$ cat src/common/lil_pkg.sv
// lamp logic package: sizes, config fields, appearance codes, blink timing
// assumes a 100 MHz core clock
package lil_pkg;
  localparam int NUM_LAMPS = 8;
  localparam int NUM_SLOTS = 5;
  localparam int SIG_W     = 32;
  localparam int SEL_W     = 6;
  localparam logic [SEL_W-1:0] SEL_NONE = 6'h00;
  localparam logic [SEL_W-1:0] SEL_MAX  = 6'h20;
  localparam int CLK_MHZ        = 100;
  localparam int BLINK_HALF_MS  = 500;
  localparam int BLINK_HALF_CYC = BLINK_HALF_MS * 1000 * CLK_MHZ;
  localparam int BLINK_CNT_W    = 26;

  typedef enum logic [2:0] {
    LIL_APP_NONE        = 3'h0,
    LIL_APP_GREEN       = 3'h1,
    LIL_APP_RED         = 3'h2,
    LIL_APP_RED_FLASH   = 3'h3,
    LIL_APP_GREEN_FLASH = 3'h4
  } lil_app_t;

  typedef enum logic [1:0] {
    LIL_LATCH_OFF          = 2'h0,
    LIL_LATCH_ON           = 2'h1,
    LIL_LATCH_CLEAR_ALARM  = 2'h2
  } lil_latch_t;

  typedef struct packed {
    logic [SEL_W-1:0] sel;
    logic             inv;
  } lil_slot_t;

  typedef struct packed {
    lil_slot_t [NUM_SLOTS-1:0] slots;
    lil_latch_t                mode;
    lil_app_t                  act_app;
    lil_app_t                  inact_app;
  } lil_lamp_cfg_t;

  typedef struct packed {
    logic red;
    logic green;
  } lil_led_t;
endpackage

$ cat src/rtl/lil_blink.sv
// free-running blink divider shared by all flashing lamps
// assumes a synchronous active-high reset
`timescale 1ns/1ps
`default_nettype none
module lil_blink #(
  parameter int HALF_CYC = lil_pkg::BLINK_HALF_CYC
) (
  input  wire logic core_clk_i,
  input  wire logic rst_i,
  output logic      phase_o
);
  localparam int            CW   = lil_pkg::BLINK_CNT_W;
  localparam logic [CW-1:0] LAST = CW'(HALF_CYC - 1);
  logic [CW-1:0]            cnt_reg;

  always_ff @(posedge core_clk_i) begin
    if (rst_i) begin
      cnt_reg <= '0;
      phase_o <= 1'b0;
    end else if (cnt_reg == LAST) begin
      cnt_reg <= '0;
      phase_o <= ~phase_o;
    end else begin
      cnt_reg <= cnt_reg + 1'b1;
    end
  end
endmodule
`default_nettype wire

$ cat src/rtl/lil_lamps.sv
// indicator lamp block: trigger conditioning, latching, acknowledge, colours
// assumes all inputs synchronous to core_clk_i, acknowledges are one-cycle pulses
// Function
// - each lamp ORs up to five conditioned trigger inputs
// - each trigger slot has its own inversion setting
// - an unassigned slot always contributes zero, inversion ignored
// - latching lamp stores active state until a valid reset condition
// - non-latching lamp follows its combined triggers directly
// - per-lamp acknowledge acts only when latching, and only with triggers inactive
// - active lamp shows configured active appearance
// - inactive lamp shows separately configured inactive appearance
// - a reset condition clears the latch only with all triggers dropped out
// - switching to non-latching clears the stored latch
// - lamp with all slots unassigned has its latch cleared
// - latched states survive warm restarts (rst_i); the power-on clear por_i empties the retention store
// - global lamp acknowledge acks all latched lamps, each still trigger-gated
// - global and remote ack-all work only with remote reset permitted
// - ack-by-alarm mode acks all lamps on any protection alarm
// - system-ok lamp flashes green in boot, steady green afterwards
// - life contact relay energised only after good start without faults
`timescale 1ns/1ps
`default_nettype none
module lil_lamps #(
  parameter int BLINK_HALF_CYC = lil_pkg::BLINK_HALF_CYC
) (
  input  wire logic                                        core_clk_i,
  input  wire logic                                        rst_i,
  input  wire logic                                        por_i,
  input  wire logic [lil_pkg::SIG_W-1:0]                   sig_i,
  input  wire lil_pkg::lil_lamp_cfg_t [lil_pkg::NUM_LAMPS-1:0] lamp_cfg_i,
  input  wire logic [lil_pkg::NUM_LAMPS-1:0]               lamp_ack_i,
  input  wire logic                                        clear_key_i,
  input  wire logic                                        global_lamp_acknowledge_i,
  input  wire logic                                        remote_ack_all_i,
  input  wire logic                                        remote_reset_en_i,
  input  wire logic                                        prot_alarm_i,
  input  wire logic                                        boot_done_i,
  input  wire logic                                        internal_fault_i,
  output lil_pkg::lil_led_t [lil_pkg::NUM_LAMPS-1:0]       lamp_led_o,
  output logic [lil_pkg::NUM_LAMPS-1:0]                    lamp_state_o,
  output logic [lil_pkg::NUM_LAMPS-1:0]                    latch_o,
  output logic                                             sysok_green_o,
  output logic                                             life_contact_relay_o
);
  localparam int NL = lil_pkg::NUM_LAMPS;
  localparam int NS = lil_pkg::NUM_SLOTS;
  localparam int IW = $clog2(lil_pkg::SIG_W);

  // conditioned value of one slot
  function automatic logic slot_val(input lil_pkg::lil_slot_t s, input logic [lil_pkg::SIG_W-1:0] sig);
    logic v;
    v = 1'b0;
    if (s.sel != lil_pkg::SEL_NONE && s.sel <= lil_pkg::SEL_MAX) begin
      v = sig[IW'(s.sel - 1'b1)] ^ s.inv;
    end
    return v;
  endfunction

  // appearance code to red/green drive
  function automatic lil_pkg::lil_led_t app_drive(input lil_pkg::lil_app_t a, input logic ph);
    lil_pkg::lil_led_t d;
    d = '0;
    unique case (a)
      lil_pkg::LIL_APP_NONE:        d = '0;
      lil_pkg::LIL_APP_GREEN:       d.green = 1'b1;
      lil_pkg::LIL_APP_RED:         d.red = 1'b1;
      lil_pkg::LIL_APP_RED_FLASH:   d.red = ph;
      lil_pkg::LIL_APP_GREEN_FLASH: d.green = ph;
      default:                      d = '0;
    endcase
    return d;
  endfunction

  logic            blink_ph;
  logic [NL-1:0]   retain_rd;
  logic            restore_reg;
  logic            alarm_d_reg;
  logic [NL-1:0]   latch_reg;
  logic [NL-1:0]   latch_next;
  logic [NL-1:0]   trig_any;
  logic [NL-1:0]   unassigned_all;
  logic [NL-1:0]   latching;
  logic [NL-1:0]   state_next;
  logic            alarm_mode_any;
  logic            alarm_ack;
  logic            remote_all_ack;
  logic [NL-1:0]   ack_any;

  lil_blink #(.HALF_CYC(BLINK_HALF_CYC)) u_blink (
    .core_clk_i (core_clk_i),
    .rst_i      (rst_i),
    .phase_o    (blink_ph)
  );

  lil_retain #(.W(NL)) u_retain (
    .core_clk_i (core_clk_i),
    .clr_i      (por_i),
    .wr_en_i    (~rst_i & ~restore_reg),
    .wr_data_i  (latch_next),
    .rd_data_o  (retain_rd)
  );

  // trigger conditioning per lamp
  always_comb begin
    trig_any       = '0;
    unassigned_all = '1;
    latching       = '0;
    alarm_mode_any = 1'b0;
    for (int l = 0; l < NL; l++) begin
      for (int s = 0; s < NS; s++) begin
        trig_any[l] = trig_any[l] | slot_val(lamp_cfg_i[l].slots[s], sig_i);
        if (lamp_cfg_i[l].slots[s].sel != lil_pkg::SEL_NONE) begin
          unassigned_all[l] = 1'b0;
        end
      end
      latching[l] = lamp_cfg_i[l].mode != lil_pkg::LIL_LATCH_OFF;
      if (lamp_cfg_i[l].mode == lil_pkg::LIL_LATCH_CLEAR_ALARM) begin
        alarm_mode_any = 1'b1;
      end
    end
  end

  assign alarm_ack      = alarm_mode_any & prot_alarm_i & ~alarm_d_reg;
  assign remote_all_ack = remote_reset_en_i & (global_lamp_acknowledge_i | remote_ack_all_i);
  assign ack_any        = {NL{clear_key_i | remote_all_ack | alarm_ack}} | lamp_ack_i;

  // latch next value
  always_comb begin
    latch_next = '0;
    state_next = '0;
    for (int l = 0; l < NL; l++) begin
      if (!latching[l] || unassigned_all[l]) begin
        latch_next[l] = 1'b0;
      end else if (trig_any[l]) begin
        latch_next[l] = 1'b1;
      end else if (ack_any[l]) begin
        latch_next[l] = 1'b0;
      end else begin
        latch_next[l] = latch_reg[l];
      end
      state_next[l] = latching[l] ? latch_next[l] : trig_any[l];
    end
  end

  // restore latches from the retention store after a restart
  always_ff @(posedge core_clk_i) begin
    if (rst_i) begin
      restore_reg <= 1'b1;
    end else begin
      restore_reg <= 1'b0;
    end
  end

  always_ff @(posedge core_clk_i) begin
    if (rst_i) begin
      latch_reg <= '0;
    end else if (restore_reg) begin
      latch_reg <= retain_rd;
    end else begin
      latch_reg <= latch_next;
    end
  end

  always_ff @(posedge core_clk_i) begin
    if (rst_i) begin
      alarm_d_reg <= 1'b0;
    end else begin
      alarm_d_reg <= prot_alarm_i;
    end
  end

  // displayed lamp state
  always_ff @(posedge core_clk_i) begin
    if (rst_i) begin
      lamp_state_o <= '0;
      latch_o      <= '0;
    end else if (restore_reg) begin
      lamp_state_o <= lamp_state_o;
      latch_o      <= latch_o;
    end else begin
      lamp_state_o <= state_next;
      latch_o      <= latch_next;
    end
  end

  // colour drive from the common blink phase
  always_ff @(posedge core_clk_i) begin
    if (rst_i) begin
      lamp_led_o <= '0;
    end else begin
      for (int l = 0; l < NL; l++) begin
        if (lamp_state_o[l]) begin
          lamp_led_o[l] <= app_drive(lamp_cfg_i[l].act_app, blink_ph);
        end else begin
          lamp_led_o[l] <= app_drive(lamp_cfg_i[l].inact_app, blink_ph);
        end
      end
    end
  end

  // fixed system-ok lamp and life contact
  always_ff @(posedge core_clk_i) begin
    if (rst_i) begin
      sysok_green_o        <= 1'b0;
      life_contact_relay_o <= 1'b0;
    end else begin
      sysok_green_o        <= boot_done_i ? 1'b1 : blink_ph;
      life_contact_relay_o <= boot_done_i & ~internal_fault_i;
    end
  end
endmodule
`default_nettype wire

$ cat src/rtl/lil_retain.sv
// retention store for latched lamp states, survives restarts
// cleared only by the power-on clear; read data registered
`timescale 1ns/1ps
`default_nettype none
module lil_retain #(
  parameter int W = lil_pkg::NUM_LAMPS
) (
  input  wire logic         core_clk_i,
  input  wire logic         clr_i,
  input  wire logic         wr_en_i,
  input  wire logic [W-1:0] wr_data_i,
  output logic      [W-1:0] rd_data_o
);
  logic [W-1:0] mem_reg;

  always_ff @(posedge core_clk_i) begin
    if (clr_i) begin
      mem_reg <= '0;
    end else if (wr_en_i) begin
      mem_reg <= wr_data_i;
    end
  end

  always_ff @(posedge core_clk_i) begin
    if (clr_i) begin
      rd_data_o <= '0;
    end else begin
      rd_data_o <= mem_reg;
    end
  end
endmodule
`default_nettype wire

$ cat config.mk
export PLATFORM = sky130hd
export DESIGN_NAME = lil_lamps
export DESIGN_NICKNAME = d
export VERILOG_FILES = /design/src/common/lil_pkg.sv /design/src/rtl/lil_blink.sv /design/src/rtl/lil_lamps.sv /design/src/rtl/lil_retain.sv
export SDC_FILE = /design/constraint.sdc
export NUM_CORES = 1
export LEC_CHECK = 0
export CAP_MARGIN = 40
export CORE_UTILIZATION = 55
export CTS_CLUSTER_SIZE = 20
export DETAILED_ROUTE_END_ITERATION = 10
export DONT_BUFFER_PORTS = 1
export PLACE_DENSITY = 0.7
export SETUP_SLACK_MARGIN = 0.15
export SYNTH_ARGS = -nofsm -noshare
export SYNTH_HDL_FRONTEND = slang
export SYNTH_HIERARCHICAL = 1
export SYNTH_SLANG_ARGS = --single-unit
$ cat constraint.sdc
create_clock -name core_clk_i -period 4.6 [get_ports core_clk_i]
set_input_delay 0.46 -clock core_clk_i [delete_from_list [all_inputs] [get_ports core_clk_i]]
set_output_delay 0.46 -clock core_clk_i [all_outputs]
set_load 0.05 [all_outputs]
; ---- Word level (Yosys, flattened, before mapping)
; Cells that the tools add are included.
[word_totals]
register_bits = 87
in_bits = 394
[op_classes]
add_sub_neg = 41
order_cmp = 80
n_eq_ne = 73
mux = 243
bitwise_logic = 86
reduce_logical = 105
[ops]
columns = op, n
row1 = $le 6x6->1 const B, 40
row2 = $lt 5x6->1 const B, 40
row3 = $reduce_bool 6->1, 40
row4 = $bmux 1 s5, 40
row5 = $sub 5x1->5 const B, 40
row6 = $mux 1, 162
row7 = $eq 3x2->1 const B, 32
row8 = $pmux 1 s2, 32
row9 = $eq 3x1->1 const B, 16
row10 = $eq 3x3->1 const B, 16
row11 = $logic_and 1x1->1, 40
row12 = $xor 1x1->1, 40
row13 = $or 1x1->1, 35
row14 = $add 26x1->26 const B, 1
row15 = $eq 26x26->1 const B, 1
row16 = $eq 2x2->1 const B, 8
row17 = $mux 2, 8
row18 = $reduce_bool 2->1, 8
row19 = $logic_not 1->1, 8
row20 = $logic_or 1x1->1, 8
row21 = $mux 8, 1
row22 = $or 8x8->8, 1
row23 = $and 1x1->1, 5
row24 = $not 1->1, 5
row25 = $reduce_or 2->1, 1

; ---- Depth between registers and ports, before layout
[depth]
word_depth = 17
ltp_mapped = 16

; ---- Modules after synthesis
; The synthesis kept the hierarchy.
[modules_own_cells]
columns = mod, n_inst, cells_each, area_per_inst_um2, seq_area_each_um2
row1 = lil_lamps, 1, 2230, 19607.6, 880.8
row2 = lil_blink, 1, 144, 1257.5, 540.5
row3 = lil_retain, 1, 42, 528.0, 320.3

; ---- Worst setup path after synthesis
; No wires, ideal clock.
[synth_path]
kind = input to register
startpoint = in lamp_cfg_i[145] (netlist name)
endpoint = reg u_retain.mem_reg[3]
setup_time_ns = 0.115
arrival_time_ns = 3.726
t_required_ns = 4.485
slack_ns = 0.759
path_stages = 15
cell_sequence = buf_1 inv_1 ha_1 clkbuf_1 mux4_1 or4_1 a21oi_1 a2111oi_0 a31oi_1 xnor2_1 a221o_1 o21ai_1 inv_1 mux2i_1 nor2_2
[synth_via]
elab_chain_cells = 11
elab_cells_between_ends = 19
cone_classes = add/sub (1) / order compare (1) / mux (9) / bitwise (5) / reduce/logical (3)
[synth_lines]
columns = item, line
row1 = start: declaration, lil_lamps.sv:30  ; input wire lil_pkg::lil_lamp_cfg_t [lil_pkg::NUM_LAMPS-1:0] lamp_cfg_i,
row2 = $sub 5x1->5, lil_lamps.sv:54  ; v = sig[IW'(s.sel - 1'b1)] ^ s.inv;
row3 = $bmux 1 s5, lil_lamps.sv:54
row4 = $mux 1 (implied by the code), lil_lamps.sv:54
row5 = $xor 1x1->1, lil_lamps.sv:54
row6 = $mux 1, lil_lamps.sv:53  ; if (s.sel != lil_pkg::SEL_NONE && s.sel <= lil_pkg::SEL_MAX) begin
row7 = $or 1x1->1 (4 in a row), lil_lamps.sv:111  ; trig_any[l] = trig_any[l] | slot_val(lamp_cfg_i[l].slots[s], sig_i);
row8 = $mux 1, lil_lamps.sv:134  ; end else if (trig_any[l]) begin
row9 = $mux 1 *, lil_lamps.sv:132  ; if (!latching[l] || unassigned_all[l]) begin
row10 = net latch_next[3], lil_lamps.sv:79  ; logic [NL-1:0] latch_next;
row11 = end signal: assignment, lil_retain.sv:20  ; mem_reg <= wr_data_i;
row12 = end: declaration, lil_retain.sv:14  ; logic [W-1:0] mem_reg;
; Mark *: on every way through the listed nets, which the timed path passes. The rest lies on a longest branch. The select of a mux whose other input is x is not followed.
; A chain may end at the register's enable or synchronous reset.

; ---- Worst setup path after layout
[layout_path]
startpoint = in lamp_cfg_i[138] (netlist name)
endpoint = reg u_retain.mem_reg[3]
; Same word-level chain as after synthesis.

==> out/results.ini <==
[clock_network]
clock-sinks = 87
post_cts_buffers = 0
clock_latency_ps = 370
root_buffer = clkbuf_16
htreeDepth = 3
clock_path_buffers = 2
cts_tree = done
cts_hold_buf = 0
cts_made_buffers = 9
clk_pin_slew_ps = 80
cts_resized = 0

[min_path]
hold_depth = 0
hp-start = rst_i
hp-class = primary input to register

[timing]
setup_viol = 0
hold_viol = 0
timing.hold.ws_ps = 143
slew_violations = 0
tns_ps = 0
fin_crit_sh_pct = 75.4
period_minus_slack_ps = 3470
clock_skew_ps = 11.4
max-slew-margin-rel_pct = 32.3
max_freq_mhz = 288
grt_setup_unrepaired = no
tightest_slew_ps = 1010

[place]
dpl.hpwl_um = 52600
place_area_um2 = 20900
gp_congestion = 0.975
io_buffers = 0

[final_layout]
drive_gt1_share_pct = 19.2
fillCellCount = 3348
design_area_um2 = 21200
largest_reg_flops = 26
nNetsFinal = 2584
final_util_pct = 55.9
area_growth_pct = -0.848
final-seq-area_um2 = 1740
multiInputGateArea_um2 = 17900

[die]
rows = 71
initial_core_util_pct = 56.4
dieArea_um2 = 39700
die_y_um = 199
die_w_um = 199
io_pins = 428
coreArea_um2 = 37900

[critical_path]
crit_buf_inv = 2
critPathSlowestCell = mux4_2
slowest_delay_ps = 570
startpoint = lamp_cfg_i[138]
critPathKind = primary input to register
arrival_ps = 3720
crit_path_end_kind = register
worstPathMaxFanout = 13
cp.required_ps = 4850
regToRegStartpoint = u_blink/cnt_reg[11]
critPathTopFamily = compound AO/OA/AOI/OAI gates
path_depth = 13
cp_cell_sequence = inv_1, ha_1, mux4_2, or4_1, a21oi_1, nor4_1, a31oi_1, mux2i_1, a221o_1, o21ai_1, inv_1, mux2i_1, nor2_2
worstRegToRegCells = 5
cp-start-kind = primary input

[power_and_ir_drop]
p_per_area_nw_per_um2 = 171
total_power_w = 0.00362
peakVddDrop_mv = 0.175
p_leak_nw = 7.09

[detailed_routing]
wl_per_cell_um = 31.6
firstDrtPassIters = 6
drtAntennaViolNets = 0
first_iter_violations = 2580
vias_per_cell = 7.97
vias = 21185
drc = 0
drt-total-wl_um = 84000

[global_route]
grt_max_degree = 41
grt_pass1_wl_um = 122000
track_usage_pct = 41.5
grt_pass1_vias = 20048
grt_overflow_total = 0
antenna_found_initial = 3

[outcome]
status = finished, final reports clean

[flow_run]
cap_violations = 0

[synthesis]
syn-cell-area_um2 = 21400
synth-async-reset-ratio_pct = 0
synthesis.nets = 2859
ys_warn_count = 6
synth.avg_cell_area_um2 = 8.85
ys.flop_type = dfxtp_1
synthDistinctLibCells = 88
synth_edf_count = 0
synth_seq_cells = 87
synth.yosys.seq_area_share_pct = 8.14
netlist_instances = 2416

## metal layers
metal	up-vias	global-route usage, %	wire [um]
met5	-	0	8
met4	2	25.9	5890
met3	487	17.1	13400
met2	1775	63.1	36800
met1	10060	48.6	27900
li1	8861	-	-
## power breakdown
part	switching, W	leakage, nW	internal (W)
sequential	0.000119	0.711	0.000796
clock	0.000387	0.152	0.000390
combinational	0.000811	6.23	0.00111
## stage by stage
stage	cells	setup slack, ps
floorplan	2416	759
CTS	2656	1230
global placement	2638	872
global route	2659	963
finish	2659	1130
detailed placement	2640	862
## cells in the mapped netlist (49+ instances only)
library cell | n | area share [%]
o21ai_0 | 88 | 2.1
xnor2_1 | 86 | 3.5
nor3_1 | 106 | 2.5
dfxtp_1 | 87 | 8.1
mux2i_1 | 89 | 4.2
a21oi_1 | 110 | 2.6
nand3_1 | 58 | 1.4
xor2_1 | 57 | 2.3
inv_1 | 132 | 2.3
nand2_1 | 142 | 2.5
ha_1 | 49 | 2.9
nor2_1 | 168 | 2.9
mux4_2 | 318 | 33
clkbuf_1 | 212 | 3.7
## area by class of cell
cell class	instances	area share, %
Multi-Input combinational cell	1904	84.6
Sequential cell	87	8.21
Tap cell	511	3.01
Inverter	132	2.34
Clock buffer	9	1.06
Clock inverter	7	0.419
Timing Repair Buffer	7	0.354
Antenna cell	2	0.0236
## worst register-to-register path: cells and delay by family (launching register included)
| kind | cells | cell delay, ps |
|---|---|---|
| buffers and inverters | 1 | 220 |
| flip-flops | 1 | 350 |
| AO/OA/AOI/OAI | 2 | 520 |
| AND/OR/NAND/NOR | 2 | 1100 |
## final timing paths
kind	to	slack (ps)
worst min register to register	latch_reg[2]	430
worst min-delay path	restore_reg	140
worst max register to register	u_blink/cnt_reg[23]	2310
worst max-delay path	u_retain/mem_reg[3]	1130
## cells in the final DEF, fill, tap and decap left out, types with 46 or more instances in the layout
| cell type | count |
|---|---|
| nor3_1 | 105 |
| nor2_1 | 168 |
| nand3_1 | 58 |
| ha_1 | 49 |
| mux4_2 | 318 |
| nor4_1 | 46 |
| dfxtp_1 | 87 |
| mux2i_1 | 89 |
| nand2_1 | 142 |
| a21oi_1 | 110 |
| or4_1 | 46 |
| inv_1 | 132 |
| xor2_1 | 57 |
| xnor2_1 | 86 |
| o21ai_0 | 88 |
## cells by family after synthesis
group | count (synthesis) | synth area share (%)
AOI/OAI and AO/OA | 501 | 16.2
xor gates and xnor gates | 143 | 5.85
adders and majority gates | 49 | 2.87
buffers and inverters | 425 | 8.02
DFF | 87 | 8.14
muxes | 446 | 40.3
and+or+nand+nor | 765 | 18.7
(Power assumes the default switching activity.)
